===== src/verilog/bpm_pkg.sv =====
package bpm_pkg;

  // ==========================================================================
  // Timing
  localparam int CLK_MHZ         = 125;
  localparam int DWELL_US        = 10;
  localparam int TIMEOUT_US      = 100;
  localparam int DWELL_CYC       = DWELL_US * CLK_MHZ;
  localparam int TIMEOUT_CYC     = TIMEOUT_US * CLK_MHZ;
  localparam int CNT_W           = 14;

  // ==========================================================================
  // Register map
  localparam logic [7:0] ADDR_CTRL   = 8'h00;
  localparam logic [7:0] ADDR_STATUS = 8'h04;
  localparam logic [7:0] ADDR_EVENTS = 8'h08;
  localparam logic [7:0] ADDR_IDLE   = 8'h0C;
  localparam int         CTRL_DRV_ALLOW  = 0;
  localparam int         CTRL_HEAT_ALLOW = 1;
  localparam logic [1:0] CTRL_RESET      = 2'h3;
  localparam int         EV_OCP      = 0;
  localparam int         EV_LOCK     = 1;
  localparam int         EV_SHUT     = 2;
  localparam int         EV_TIMEOUT  = 3;
  localparam int         EV_W        = 4;
  localparam int         ST_MODE_LSB = 0;
  localparam int         ST_FLAG_LSB = 4;
  localparam int         ST_CMP_LSB  = 12;

  // ==========================================================================
  // Types
  typedef enum logic [1:0] {MODE_STARTUP, MODE_SAVE, MODE_OPER, MODE_SHUT} bpm_mode_t;

  typedef struct packed {
    logic cs_above_ref;
    logic ref_above_2v0;
    logic ref_above_3v0;
    logic above_reg_off;
    logic above_reg_on;
    logic above_protect;
    logic above_ref_off;
    logic above_turn_off;
    logic above_save;
    logic above_turn_on;
  } bpm_cmp_t;

  typedef struct packed {
    logic heat;
    logic power_factor;
    logic high;
    logic low;
  } bpm_gate_t;

  localparam int CMP_W  = $bits(bpm_cmp_t);
  localparam int GATE_W = $bits(bpm_gate_t);

endpackage : bpm_pkg


===== src/verilog/bpm_power_mode_controller.sv =====
// Our own choices: the Wishbone interface to the registers and the placing of the registers.
`timescale 1ns/1ps
module bpm_power_mode_controller
  import bpm_pkg::*;
#(
  parameter int TIMEOUT_CYCLES = TIMEOUT_CYC
) (
  input  wire logic        clk_i,
  input  wire logic        rst_i,
  input  wire bpm_cmp_t    cmp_i,
  input  wire bpm_gate_t   gate_in_i,
  output bpm_gate_t        gate_out_o,
  output logic             current_fault_out_o,
  output logic             startup_source_on_o,
  output logic             ref_enable_o,
  output logic             ref_high_current_o,
  output logic             ref_sink_on_o,
  output logic             supply_regulation_switch_o,
  output logic             bootstrap_on_o,
  output logic             boot_reverse_block_o,
  input  wire logic        wb_cyc_i,
  input  wire logic        wb_stb_i,
  input  wire logic        wb_we_i,
  input  wire logic [7:0]  wb_adr_i,
  input  wire logic [3:0]  wb_sel_i,
  input  wire logic [31:0] wb_dat_i,
  output logic [31:0]      wb_dat_o,
  output logic             wb_ack_o
);

  // ==========================================================================
  // Input synchronizers
  // Comparators and gate inputs are asynchronous to clk_i; the first stage
  // is read only by the second.
  localparam int SYN_W = CMP_W + GATE_W;

  logic [SYN_W-1:0] sync1_r;
  logic [SYN_W-1:0] sync2_r;
  wire logic [SYN_W-1:0] async_in = {gate_in_i, cmp_i};
  bpm_cmp_t         cmp;
  bpm_gate_t        gin;
  bpm_gate_t        gin_prev_r;

  generate
    for (genvar gi = 0; gi < SYN_W; gi++) begin : g_sync
      always_ff @(posedge clk_i) begin
        if (rst_i) begin
          sync1_r[gi] <= 1'b0;
          sync2_r[gi] <= 1'b0;
        end else begin
          sync1_r[gi] <= async_in[gi];
          sync2_r[gi] <= sync1_r[gi];
        end
      end
    end
  endgenerate

  assign cmp = bpm_cmp_t'(sync2_r[CMP_W-1:0]);
  assign gin = bpm_gate_t'(sync2_r[SYN_W-1:CMP_W]);

  always_ff @(posedge clk_i) begin
    if (rst_i) begin
      gin_prev_r <= '0;
    end else begin
      gin_prev_r <= gin;
    end
  end

  function automatic logic fell(input logic prev, input logic now);
    fell = prev & ~now;
  endfunction : fell

  logic low_fall;
  logic low_edge;
  logic high_fall;

  assign low_fall  = fell(gin_prev_r.low, gin.low);
  assign low_edge  = low_fall | fell(gin.low, gin_prev_r.low);
  assign high_fall = fell(gin_prev_r.high, gin.high);

  // ==========================================================================
  // Dwell and timeout counters
  logic [CNT_W-1:0] dwell_r;
  logic [CNT_W-1:0] idle_r;
  logic             dwell_done;
  logic             idle_expired;
  bpm_mode_t        mode_r;
  bpm_mode_t        mode_nxt;

  localparam logic [CNT_W-1:0] DWELL_LIM   = CNT_W'(DWELL_CYC);
  localparam logic [CNT_W-1:0] TIMEOUT_LIM = CNT_W'(TIMEOUT_CYCLES);

  always_ff @(posedge clk_i) begin
    if (rst_i) begin
      dwell_r <= '0;
    end else if (mode_r != MODE_SAVE) begin
      dwell_r <= '0;
    end else if (dwell_r < DWELL_LIM) begin
      dwell_r <= dwell_r + 1'b1;
    end
  end

  assign dwell_done = (dwell_r >= DWELL_LIM);

  // Switching absence count
  // Saturates one past the limit so "more than" the timeout is seen.
  always_ff @(posedge clk_i) begin
    if (rst_i) begin
      idle_r <= '0;
    end else if (mode_r != MODE_OPER || low_edge) begin
      idle_r <= '0;
    end else if (idle_r <= TIMEOUT_LIM) begin
      idle_r <= idle_r + 1'b1;
    end
  end

  assign idle_expired = (idle_r > TIMEOUT_LIM);

  // ==========================================================================
  // Mode machine
  // Mode transitions
  always_comb begin
    mode_nxt = mode_r;
    case (mode_r)
      MODE_STARTUP: begin
        if (cmp.above_turn_on) begin
          mode_nxt = MODE_SAVE;
        end
      end
      MODE_SAVE: begin
        if (!cmp.above_ref_off) begin
          mode_nxt = MODE_STARTUP;
        end else if (dwell_done && cmp.ref_above_3v0 && high_fall) begin
          mode_nxt = MODE_OPER;
        end
      end
      MODE_OPER: begin
        if (!cmp.above_turn_off || !cmp.ref_above_2v0) begin
          mode_nxt = MODE_SHUT;
        end else if (idle_expired) begin
          mode_nxt = MODE_SAVE;
        end
      end
      MODE_SHUT: begin
        if (cmp.above_turn_on) begin
          mode_nxt = MODE_SAVE;
        end else if (!cmp.above_ref_off) begin
          mode_nxt = MODE_STARTUP;
        end
      end
      default: begin
        mode_nxt = MODE_STARTUP;
      end
    endcase
  end

  always_ff @(posedge clk_i) begin
    if (rst_i) begin
      mode_r <= MODE_STARTUP;
    end else begin
      mode_r <= mode_nxt;
    end
  end

  // ==========================================================================
  // Start-up source and reference
  logic startup_src_r;
  logic ref_en_r;
  logic ref_hi_r;

  always_ff @(posedge clk_i) begin
    if (rst_i) begin
      startup_src_r <= 1'b1;
    end else begin
      case (mode_nxt)
        MODE_STARTUP: startup_src_r <= 1'b1;
        MODE_SHUT:    startup_src_r <= 1'b1;
        MODE_OPER:    startup_src_r <= 1'b0;
        MODE_SAVE: begin
          if (cmp.above_turn_on) begin
            startup_src_r <= 1'b0;
          end else if (!cmp.above_save) begin
            startup_src_r <= 1'b1;
          end
        end
        default:      startup_src_r <= 1'b1;
      endcase
    end
  end

  // Reference gated by level
  // Shutdown keeps the reference only while supply stays above the level.
  always_ff @(posedge clk_i) begin
    if (rst_i) begin
      ref_en_r <= 1'b0;
      ref_hi_r <= 1'b0;
    end else begin
      ref_en_r <= (mode_nxt != MODE_STARTUP) && cmp.above_ref_off;
      ref_hi_r <= (mode_nxt == MODE_OPER);
    end
  end

  // ==========================================================================
  // Two-point regulator
  logic reg_sw_r;

  always_ff @(posedge clk_i) begin
    if (rst_i) begin
      reg_sw_r <= 1'b0;
    end else if (mode_r != MODE_OPER) begin
      reg_sw_r <= 1'b0;
    end else if (cmp.above_protect) begin
      reg_sw_r <= 1'b1;
    end else if (low_fall) begin
      if (cmp.above_reg_on) begin
        reg_sw_r <= 1'b1;
      end else if (!cmp.above_reg_off) begin
        reg_sw_r <= 1'b0;
      end
    end
  end

  // ==========================================================================
  // Overcurrent latch
  // Held clear whenever mode_r is not MODE_OPER; uses mode_r, not mode_nxt.
  logic ocp_r;
  logic ocp_release;

  assign ocp_release = !gin.low && !gin.high && !cmp.cs_above_ref;

  always_ff @(posedge clk_i) begin
    if (rst_i) begin
      ocp_r <= 1'b0;
    end else if (mode_r != MODE_OPER) begin
      ocp_r <= 1'b0;
    end else if (cmp.cs_above_ref) begin
      ocp_r <= 1'b1;
    end else if (ocp_release) begin
      ocp_r <= 1'b0;
    end
  end

  // ==========================================================================
  // Drivers
  logic [1:0] ctrl_r;
  logic       interlock;
  logic       drv_en;
  bpm_gate_t  gate_r;
  logic       boot_r;
  logic       boot_block_r;

  assign interlock = gin.high && gin.low;
  assign drv_en    = (mode_r == MODE_OPER) && ctrl_r[CTRL_DRV_ALLOW];

  always_ff @(posedge clk_i) begin
    if (rst_i) begin
      gate_r <= '0;
    end else if (!drv_en) begin
      gate_r <= '0;
    end else begin
      gate_r.power_factor <= gin.power_factor;
      gate_r.heat         <= gin.heat && ctrl_r[CTRL_HEAT_ALLOW];
      gate_r.low          <= gin.low && !interlock && !ocp_r && !cmp.cs_above_ref;
      gate_r.high         <= gin.high && !interlock && !ocp_r && !cmp.cs_above_ref;
    end
  end

  always_ff @(posedge clk_i) begin
    if (rst_i) begin
      boot_r       <= 1'b0;
      boot_block_r <= 1'b1;
    end else begin
      boot_r       <= drv_en && gin.low && !interlock && !ocp_r && !cmp.cs_above_ref;
      boot_block_r <= 1'b1;
    end
  end

  assign gate_out_o                 = gate_r;
  assign current_fault_out_o        = ocp_r;
  assign startup_source_on_o        = startup_src_r;
  assign ref_enable_o               = ref_en_r;
  assign ref_high_current_o         = ref_hi_r;
  assign ref_sink_on_o              = !ref_en_r;
  assign supply_regulation_switch_o = reg_sw_r;
  assign bootstrap_on_o             = boot_r;
  assign boot_reverse_block_o       = boot_block_r;

  // ==========================================================================
  // Sticky events
  logic            ack_r;
  logic            wr_commit;
  logic [EV_W-1:0] ev_r;
  logic [EV_W-1:0] ev_set;
  logic [EV_W-1:0] ev_clr;

  assign wr_commit = wb_cyc_i && wb_stb_i && wb_we_i && ack_r;

  always_comb begin
    ev_set              = '0;
    ev_set[EV_OCP]      = (mode_r == MODE_OPER) && cmp.cs_above_ref && !ocp_r;
    ev_set[EV_LOCK]     = drv_en && interlock;
    ev_set[EV_SHUT]     = (mode_r == MODE_OPER) && (mode_nxt == MODE_SHUT);
    ev_set[EV_TIMEOUT]  = (mode_r == MODE_OPER) && (mode_nxt == MODE_SAVE);
    ev_clr              = '0;
    if (wr_commit && (wb_adr_i == ADDR_EVENTS) && wb_sel_i[0]) begin
      ev_clr = wb_dat_i[EV_W-1:0];
    end
  end

  // Write-one-to-clear; a new event in the clearing cycle survives.
  always_ff @(posedge clk_i) begin
    if (rst_i) begin
      ev_r <= '0;
    end else begin
      ev_r <= (ev_r & ~ev_clr) | ev_set;
    end
  end

  // ==========================================================================
  // Wishbone slave
  // One wait state: ack rises the cycle after the strobe, and writes land
  // on the edge where the master sees ack.
  logic [31:0] rd_data;

  always_ff @(posedge clk_i) begin
    if (rst_i) begin
      ack_r <= 1'b0;
    end else begin
      ack_r <= wb_cyc_i && wb_stb_i && !ack_r;
    end
  end

  always_ff @(posedge clk_i) begin
    if (rst_i) begin
      ctrl_r <= CTRL_RESET;
    end else if (wr_commit && (wb_adr_i == ADDR_CTRL) && wb_sel_i[0]) begin
      ctrl_r <= wb_dat_i[1:0];
    end
  end

  always_comb begin
    rd_data = '0;
    case (wb_adr_i)
      ADDR_CTRL: begin
        rd_data[1:0] = ctrl_r;
      end
      ADDR_STATUS: begin
        rd_data[ST_MODE_LSB +: 2]        = mode_r;
        rd_data[ST_FLAG_LSB +: 8]        = {boot_r, reg_sw_r, ref_hi_r, ref_en_r,
                                            startup_src_r, ocp_r, interlock, drv_en};
        rd_data[ST_CMP_LSB +: CMP_W]     = cmp;
      end
      ADDR_EVENTS: begin
        rd_data[EV_W-1:0] = ev_r;
      end
      ADDR_IDLE: begin
        rd_data[CNT_W-1:0] = idle_r;
      end
      default: begin
        rd_data = '0;
      end
    endcase
  end

  always_ff @(posedge clk_i) begin
    if (rst_i) begin
      wb_dat_o <= '0;
    end else if (wb_cyc_i && wb_stb_i && !ack_r) begin
      wb_dat_o <= rd_data;
    end
  end

  assign wb_ack_o = ack_r;

endmodule : bpm_power_mode_controller

===== config.mk =====
export PLATFORM = sky130hd
export DESIGN_NAME = bpm_power_mode_controller
export DESIGN_NICKNAME = d
export VERILOG_FILES = /design/src/verilog/bpm_pkg.sv /design/src/verilog/bpm_power_mode_controller.sv
export SDC_FILE = /design/constraint.sdc
export NUM_CORES = 1
export LEC_CHECK = 0
export ABC_AREA = 0
export BUFFER_PORTS_ARGS = -buffer_cell sky130_fd_sc_hd__buf_2
export CORE_ASPECT_RATIO = 1.1
export CORE_MARGIN = 1.5
export CORE_UTILIZATION = 52
export CTS_CLUSTER_SIZE = 30
export DETAILED_ROUTE_END_ITERATION = 8
export PLACE_DENSITY = 0.84
export SETUP_SLACK_MARGIN = 0.1
export SYNTH_ARGS = -nofsm -noshare
export SYNTH_HDL_FRONTEND = slang
export SYNTH_SLANG_ARGS = --single-unit

===== constraint.sdc =====
create_clock -name clk_i -period 2.55 [get_ports clk_i]
set_clock_uncertainty 0.1 [all_clocks]
set_input_delay 0.1275 -clock clk_i [delete_from_list [all_inputs] [get_ports clk_i]]
set_output_delay 0.1275 -clock clk_i [all_outputs]
set_load 0.02 [all_outputs]

==> flow_summary.yaml, run 1 <==
status:
  status: "finished, violations left"
  failed_checks: "design-rule violations"
synthesis:
  netlist_area_mm2: 0.00390
  yosysSeqAreaShare_pct: 50.9
  avgSynthCellArea_um2: 9.28
  syn_inst: 420
  yosysTopAreaCell: "dfxtp_1"
  async_reset_ff_share_pct: 0
  synth_top_area_share_pct: 50.9
  synthesis.yosys.warnings: 0
  synthFlopType: "dfxtp_1"
  synth_enable_flop_cells: 0
  yosysUniqueCellTypes: 46
  ys_ff_latch: 99
  synth.area.top_cells: "dfxtp_1 (51%), nor2_1 (5.6%), nor2b_1 (4.8%)"
routing:
  drtPass1Iterations: 6
  drc_errors: 3
  drt_iter0_drc: 223
  avgRoutedWirePerCell_um: 14.2
  viasPerCell: 5.27
  routed_wl_mm: 8.39
  num_vias: 3112
  ant_nets: 0
clock_tree:
  clk_path_buf_depth: 2
  cts.sinks: 99
  htreeDepth: 3
  clock_latency_ns: 0.36
  cts_buffers: 9
  cts.root.buffer_cell: "clkbuf_8"
  cts_tree: "done"
  clkTransAtPathRegs_ns: 0.10
floorplanning:
  die_w_um: 85.5
  coreArea_mm2: 0.00713
  pin_count: 108
  dieArea_mm2: 0.00802
  initial_core_util_pct: 54.7
  rows: 32
  die_h_um: 93.8
power:
  ir_drop_mv: 0.382
  p_leak_uw: 0.00183
  p_per_area_mw_per_mm2: 569
  p_total_uw: 2620
sta:
  fin_tns_setup_ns: 0
  worst_pin_slew_ns: 0.571
  relSlewSlack_pct: 61.8
  post-route-min-period_ns: 2.19
  finalHoldViolations: 0
  post-route-period-util_pct: 85.7
  setup_viol_count_final: 0
  rsz0062_at_grt: "no"
  max_freq_ghz: 0.457
  slew_viol_final: 0
worst_setup_path:
  start_kind: "flip-flop"
  slowest_delay_ns: 0.59
  crit_type: "flip-flop to flip-flop"
  crit_chain: "nand3b_1 -> dlygate4sd3_1 -> nor2_1 -> nand2_1 -> nor2_1 -> nand2_1 -> o21ai_0"
  reg2regPathDepth: 7
  slowest_stage: "dlygate4sd3_1"
  crit_path_max_fanout: 8
  arrival_ns: 2.37
  critPathRequiredTime_ns: 2.74
  endpoint_kind: "flip-flop"
global_routing:
  grt_max_degree: 46
  grt_util_all_layers_pct: 22.1
  grt_first_pass_wirelength_mm: 13.9
  grt.overflow.total: 0
  antenna_found_initial: 0
  grt_pass1_vias: 3095
placement:
  dp_hpwl_mm: 5.75
  gp_congestion: 0.863
  placed_area_mm2: 0.00424
  io_buffers: 65
layout:
  fin_area_mm2: 0.00461
  area_growth_pct: 18.2
  drive_gt1_share_pct: 19.2
  diodes: 0
  fin_util_pct: 64.7
  nNetsFinal: 568
job:
  cap_violations: 0
hold_path:
  hold_path.class: "input port to flip-flop"
  holdPathStages: 3
==> repair_timing <==
action                     CTS  global route
hold endpoints to repair    19             0
gates resized for setup      0             1
hold buffers                19             0
setup buffers                0             0
setup endpoints to repair    0             1
==> where the power goes <==
group	internal, uW	switching (uW)
combinational	65.4	78.1
clock	359	534
sequential	1570	14.0
total	1990	626
==> kinds of logic after synthesis <==
family / Yosys count / synth area share, %
XOR/XNOR: 18 / 4.04
flip-flops: 99 / 50.9
adder cells (fa/ha/maj): 5 / 1.61
AND/OR/NAND/NOR: 181 / 24.8
AO/OA/AOI/OAI: 67 / 10.9
multiplexers: 6 / 2.18
buffers and inverters: 42 / 5.39
other: 2 / 0.193
==> worst max-delay path, delay by kind of cell (launching register included) <==
| family | cells | cell delay, ns |
|---|---|---|
| AND/OR/NAND/NOR | 5 | 0.98 |
| buffers and inverters | 1 | 0.59 |
| flip-flops | 1 | 0.34 |
| AO/OA/AOI/OAI | 1 | 0.09 |
==> per-stage QoR <==
stage          hold WS (ns)  setup slack (ns)  std cells
2_1_floorplan         0.156             0.369        429
3_3_place_gp          0.235             0.384        555
3_5_place_dp          0.244             0.315        555
4_1_cts             0.00658             0.298        590
5_1_grt              0.0344             0.177        590
6_report             0.0245             0.364        590
==> state kept, by name, summed over array words and instances (netlist names) <==
| register | count |
|---|---|
| wb_dat_o | 22 |
| dwell_r | 14 |
| idle_r | 14 |
| sync1_r | 14 |
| cmp | 10 |
| ev_r | 4 |
| gate_out_o | 4 |
| gin | 4 |
| ctrl_r | 2 |
| gin_prev_r | 2 |
| mode_r | 2 |
| bootstrap_on_o | 1 |
| current_fault_out_o | 1 |
| ref_enable_o | 1 |
| ref_high_current_o | 1 |
| startup_source_on_o | 1 |
| supply_regulation_switch_o | 1 |
| wb_ack_o | 1 |
==> final cells by class <==
cell class	count	area (um^2)
Timing Repair Buffer	90	561
Inverter	12	45.0
Sequential cell	99	1980
Multi-Input combinational cell	288	1750
Tap cell	85	106
Clock inverter	5	37.5
Fill cell	591	2520
Clock buffer	11	131
==> Yosys cell counts, drive strengths merged, types with 4 or more instances <==
| cell type | count |
|---|---|
| a21oi | 21 |
| a22oi | 16 |
| and2 | 9 |
| and3 | 8 |
| buf | 13 |
| clkbuf | 17 |
| dfxtp | 99 |
| ha | 5 |
| inv | 12 |
| mux2i | 4 |
| nand2 | 27 |
| nand3b | 5 |
| nand4 | 12 |
| nor2 | 58 |
| nor2b | 30 |
| nor3 | 12 |
| nor3b | 6 |
| o21ai | 16 |
| xnor2 | 7 |
| xor2 | 11 |
==> path summary, 6_finish.rpt <==
check                            startpoint      endpoint  slack (ns)
worst min-delay path            wb_dat_i[3]       ev_r[3]        0.02
worst max-delay path               wb_ack_o  wb_dat_o[10]        0.36
worst min register to register  sync1_r[11]        gin[1]        0.33
worst max register to register     wb_ack_o  wb_dat_o[10]        0.36
==> cell usage in the layout, fill, tap and decap left out, types with 12 or more instances in the layout <==
cell type	Yosys	layout
buf_2	0	65
a22oi_1	16	16
nor2_1	58	58
dfxtp_1	99	99
inv_1	12	12
dlygate4sd3_1	0	19
nor2b_1	30	30
nand2_1	26	26
o21ai_0	14	14
a21oi_1	21	21
==> per-layer routing <==
metal	vias up	track usage (%)	share of wire [%]
met5	-	0	0
met4	0	7.39	1.1
met3	10	5.27	3.6
met2	73	39.9	52
met1	1460	25.5	43
li1	1569	-	-
(Power assumes the default switching activity.)
==> run 2, diff against run 1 <==
Settings changed: CORE_UTILIZATION 52 to 47, PLACE_DENSITY 0.84 to 0.81.
Clock period 2.55 ns to 1.8 ns, I/O delays scaled along.
==> flow_summary.yaml, run 2 (same netlist as run 1, synthesis figures left out) <==
status:
  status: "finished, violations left"
  failed_checks: "negative setup slack"
worst_setup_path:
  rr_endpoint: "idle_r[8]"
  start_kind: "flip-flop"
  arrival_ns: 2.20
  crit_type: "flip-flop to flip-flop"
  critPathRequiredTime_ns: 2.00
  rr_startpoint: "idle_r[11]"
  regToRegSetupSlack_ns: -0.20
  reg2regPathDepth: 5
  crit_path_max_fanout: 5
  endpoint_kind: "flip-flop"
clock_tree:
  htreeDepth: 3
  cts_tree: "done"
  clk_path_buf_depth: 2
  clkTransAtPathRegs_ns: 0.10
  cts.root.buffer_cell: "clkbuf_8"
  clock_latency_ns: 0.37
  cts_buffers: 9
  cts.sinks: 99
floorplanning:
  die_h_um: 98.5
  dieArea_mm2: 0.00885
  rows: 34
  die_w_um: 89.8
  coreArea_mm2: 0.00800
  initial_core_util_pct: 48.7
  pin_count: 108
layout:
  top_register: "wb_dat_o"
  diodes: 0
  largest_register_ffs: 22
  layout_common_cells: "dfxtp_1 (93), buf_2 (65), nor2_1 (56), buf_4 (36), nor2b_1 (30)"
  fillerInstances: 666
  nNetsFinal: 603
  final_common_cell: "dfxtp_1"
  fin_area_mm2: 0.00508
  drive_gt1_share_pct: 28.7
  area_growth_pct: 30.5
routing:
  avgRoutedWirePerCell_um: 14.2
  routed_wl_mm: 9.21
  num_vias: 3388
  viasPerCell: 5.23
  ant_nets: 0
  drc_errors: 0
  drt_iter0_drc: 165
  drtPass1Iterations: 5
job:
  cap_violations: 0
placement:
  placed_area_mm2: 0.00454
  gp_congestion: 0.853
  dpl_worst_slack_ns: -0.151
  io_buffers: 65
  dp_hpwl_mm: 6.46
power:
  p_leak_uw: 0.00207
  ir_drop_mv: 0.350
  p_per_area_mw_per_mm2: 753
sta:
  slew_viol_final: 0
  rsz0062_at_grt: "yes"
  post-route-period-util_pct: 111
  max_freq_ghz: 0.500
  fin_tns_setup_ns: -1.93
  post-route-min-period_ns: 2.00
  finalHoldViolations: 0
  setup_slack_ns: -0.200
  setup_viol_count_final: 17
hold_path:
  min_to: "wb_ack_o"
  hp-start: "wb_cyc_i"
  hold_path.class: "input port to flip-flop"
  holdPathStages: 3
global_routing:
  grt_first_pass_wirelength_mm: 14.6
  grt_util_all_layers_pct: 20.5
  grt_pass1_vias: 3199
  antenna_found_initial: 0
  grt.overflow.total: 0
  grt_max_degree: 27
[run 2: power by group]
part / switching, uW / total [uW] / internal, uW
clock: 828 / 1360 / 536
combinational: 118 / 223 / 105
sequential: 18.2 / 2240 / 2220
[run 2: how the worst max path moves through the flow]
stage	endpoint	slack, ns	from
CTS	idle_r[9]	-0.14	idle_r[11]
detailed placement	startup_source_on_o	-0.15	idle_r[1]
floorplan	ev_r[2]	-0.05	idle_r[11]
global route	idle_r[8]	-0.27	idle_r[11]
global placement	startup_source_on_o	-0.09	idle_r[1]
finish	idle_r[8]	-0.20	idle_r[11]
[run 2: final cells by class]
| type | count | area (um^2) | area share [%] |
|---|---|---|---|
| inverters | 12 | 45.0 | 0.886 |
| flip-flops and latches | 99 | 1990 | 39.1 |
| clock buffers | 9 | 124 | 2.44 |
| well taps | 108 | 135 | 2.66 |
| repair buffers | 125 | 848 | 16.7 |
| clock inverters | 7 | 67.6 | 1.33 |
| multi-input cells | 288 | 1880 | 36.9 |
[run 2: metrics by stage]
stage,util (%),power [uW],hold slack [ns],instances
after floorplan,-,2420,0.118,429
after global placement,56.7,2470,0.196,607
after detailed placement,56.7,2470,0.206,607
after CTS,62.5,3840,0.144,644
after global routing,63.6,3950,0.201,648
final,63.6,3830,0.166,648
[run 2: what timing repair did]
action,in CTS,in global routing
pin swaps,4,8
hold buffers,21,0
endpoints found under the setup margin,24,29
gates resized for setup,10,16
endpoints found under the hold margin,24,0
buffers inserted,0,4
[run 2: layer usage]
layer	share of wire [%]	wire length [um]	GRT usage, %	vias to the layer above
li1	-	-	-	1633
met1	41	3740	23.7	1645
met4	2.1	192	9.04	0
met2	53	4890	36.5	93
met3	4.1	381	4.78	17
met5	0	0	0	-
[run 2: worst max-delay path, stage by stage, from the launching register on]
cell	delay, ns
dfxtp_2	0.33
or4_4	0.55
o211ai_4	0.31
nand4_2	0.16
or3_1	0.35
a21oi_2	0.14
==> run 3, diff against run 2 <==
Settings changed: ABC_CLOCK_PERIOD_IN_PS from default to 1800, CORE_ASPECT_RATIO 1.1 to default.
==> flow_summary.yaml, run 3 (same netlist as run 1, synthesis figures left out) <==
global_routing:
  use_met1_pct: 26.2
  top_usage_layer: "met2"
  grt_first_pass_wirelength_mm: 14.7
  use_met2_pct: 37.6
  antenna_found_initial: 0
  grt_max_degree: 37
  grt_pass1_vias: 3168
  grt_util_all_layers_pct: 21.6
  grt.met3_usage_pct: 4.77
  grt.overflow.total: 0
job:
  cap_violations: 0
layout:
  layout_common_cells: "dfxtp_1 (90), buf_2 (65), nor2_1 (53), buf_4 (42), nor2b_1 (30)"
  area_growth_pct: 32.8
  stdcell_count: 649
  fillerInstances: 646
  final_common_cell: "dfxtp_1"
  drive_gt1_share_pct: 31.8
  diodes: 0
  seqCellArea_mm2: 0.00200
  fin_util_pct: 63.7
  multiInputGateArea_mm2: 0.00193
  top_register: "wb_dat_o"
  largest_register_ffs: 22
  nNetsFinal: 607
  fin_area_mm2: 0.00518
worst_setup_path:
  regToRegSetupSlack_ns: -0.17
  start_kind: "flip-flop"
  rr_startpoint: "idle_r[11]"
  crit_path_max_fanout: 6
  endpoint_kind: "flip-flop"
  crit_start: "idle_r[11]"
  critPathRequiredTime_ns: 2.01
  reg2regPathDepth: 5
  rr_endpoint: "idle_r[8]"
  crit_type: "flip-flop to flip-flop"
  arrival_ns: 2.18
routing:
  routed_wl_mm: 9.47
  drtPass1Iterations: 5
  num_vias: 3356
  drt_iter0_drc: 187
  avgRoutedWirePerCell_um: 14.6
  ant_nets: 0
  drc_errors: 0
  viasPerCell: 5.17
floorplanning:
  dieArea_mm2: 0.00885
  die_h_um: 94.1
  pin_count: 108
  initial_core_util_pct: 47.9
  rows: 33
  coreArea_mm2: 0.00813
  die_w_um: 94.1
clock_tree:
  clock_latency_ns: 0.38
  htreeDepth: 3
  cts_tree: "done"
  clkTransAtPathRegs_ns: 0.10
  cts_buffers: 9
  cts.sinks: 99
  cts.root.buffer_cell: "clkbuf_8"
  clk_path_buf_depth: 2
hold_path:
  hp-start: "wb_cyc_i"
  hold_path.class: "input port to flip-flop"
  min_to: "wb_ack_o"
  holdPathStages: 3
placement:
  gp_congestion: 0.883
  place_inst: 605
  dp_hpwl_mm: 6.25
  placed_area_mm2: 0.00454
  io_buffers: 65
status:
  status: "finished, violations left"
  failed_checks: "negative setup slack"
sta:
  rsz0062_at_grt: "yes"
  worst_pin_slew_ns: 0.518
  fin_tns_setup_ns: -1.82
  slew_viol_final: 0
  post-route-period-util_pct: 109
  setup_slack_ns: -0.169
  relSlewSlack_pct: 65.4
  max_freq_ghz: 0.508
  post-route-min-period_ns: 1.97
  setup_viol_count_final: 19
  finalHoldViolations: 0
power:
  p_per_area_mw_per_mm2: 753
  p_leak_uw: 0.00209
  ir_drop_mv: 0.729
-- run 3: changes by cell type in the layout (fill, tap and decap cells not counted), moves of 2 or more --
cell / change
buf_4: +6
dfxtp_1: -3
nor2_1: -3
dfxtp_2: +2
dlygate4sd3_1: -2
inv_8: +2
nor2_2: +2
-- run 3: area by class of cell --
| class | count | area share (%) |
|---|---|---|
| Multi-Input combinational cell | 288 | 37.3 |
| Tap cell | 105 | 2.54 |
| Clock buffer | 9 | 2.39 |
| Inverter | 12 | 0.870 |
| Clock inverter | 7 | 1.47 |
| Timing Repair Buffer | 129 | 16.9 |
| Sequential cell | 99 | 38.5 |
-- run 3: worst max path at each step --
| stage | cells past startpoint | endpoint |
|---|---|---|
| after floorplan | 5 | ev_r[2] |
| after global placement | 8 | startup_source_on_o |
| after detailed placement | 8 | startup_source_on_o |
| after CTS | 5 | idle_r[8] |
| after global routing | 5 | idle_r[8] |
| final | 5 | idle_r[8] |
-- run 3: report_power, final --
group / internal (uW) / switching, uW / total (uW) / leakage [uW]
Combinational: 105 / 123 / 229 / 0.00118
Sequential: 2220 / 18.1 / 2240 / 0.000809
Clock: 555 / 875 / 1430 / 0.000103
-- run 3: routing by layer --
layer | up-vias | part of all wire (%)
li1 | 1645 | -
met1 | 1590 | 42
met2 | 101 | 51
met3 | 20 | 4.9
met4 | 0 | 2.0
met5 | - | 0
-- run 3: metrics by stage --
stage,hold WS [ns],worst slack (ns),total power [uW]
floorplan,0.118,-0.0494,2420
detailed placement,0.204,-0.277,2470
finish,0.0558,-0.169,3900
global route,0.0776,-0.254,4040
global placement,0.200,-0.123,2470
CTS,0.0522,-0.165,3910
-- run 3: repair_timing --
item,CTS,global route
buffers inserted,2,7
hold buffers,19,0
pin swaps,3,17
setup endpoints to repair,21,28
resized for setup,14,28
endpoints found under the hold margin,25,0
-- run 3: worst max-delay path, stage by stage, from the launching register on --
cell,delay (ns)
dfxtp_2,0.33
or4_4,0.53
o211ai_4,0.31
nand4_2,0.16
or3_1,0.34
a21oi_1,0.14
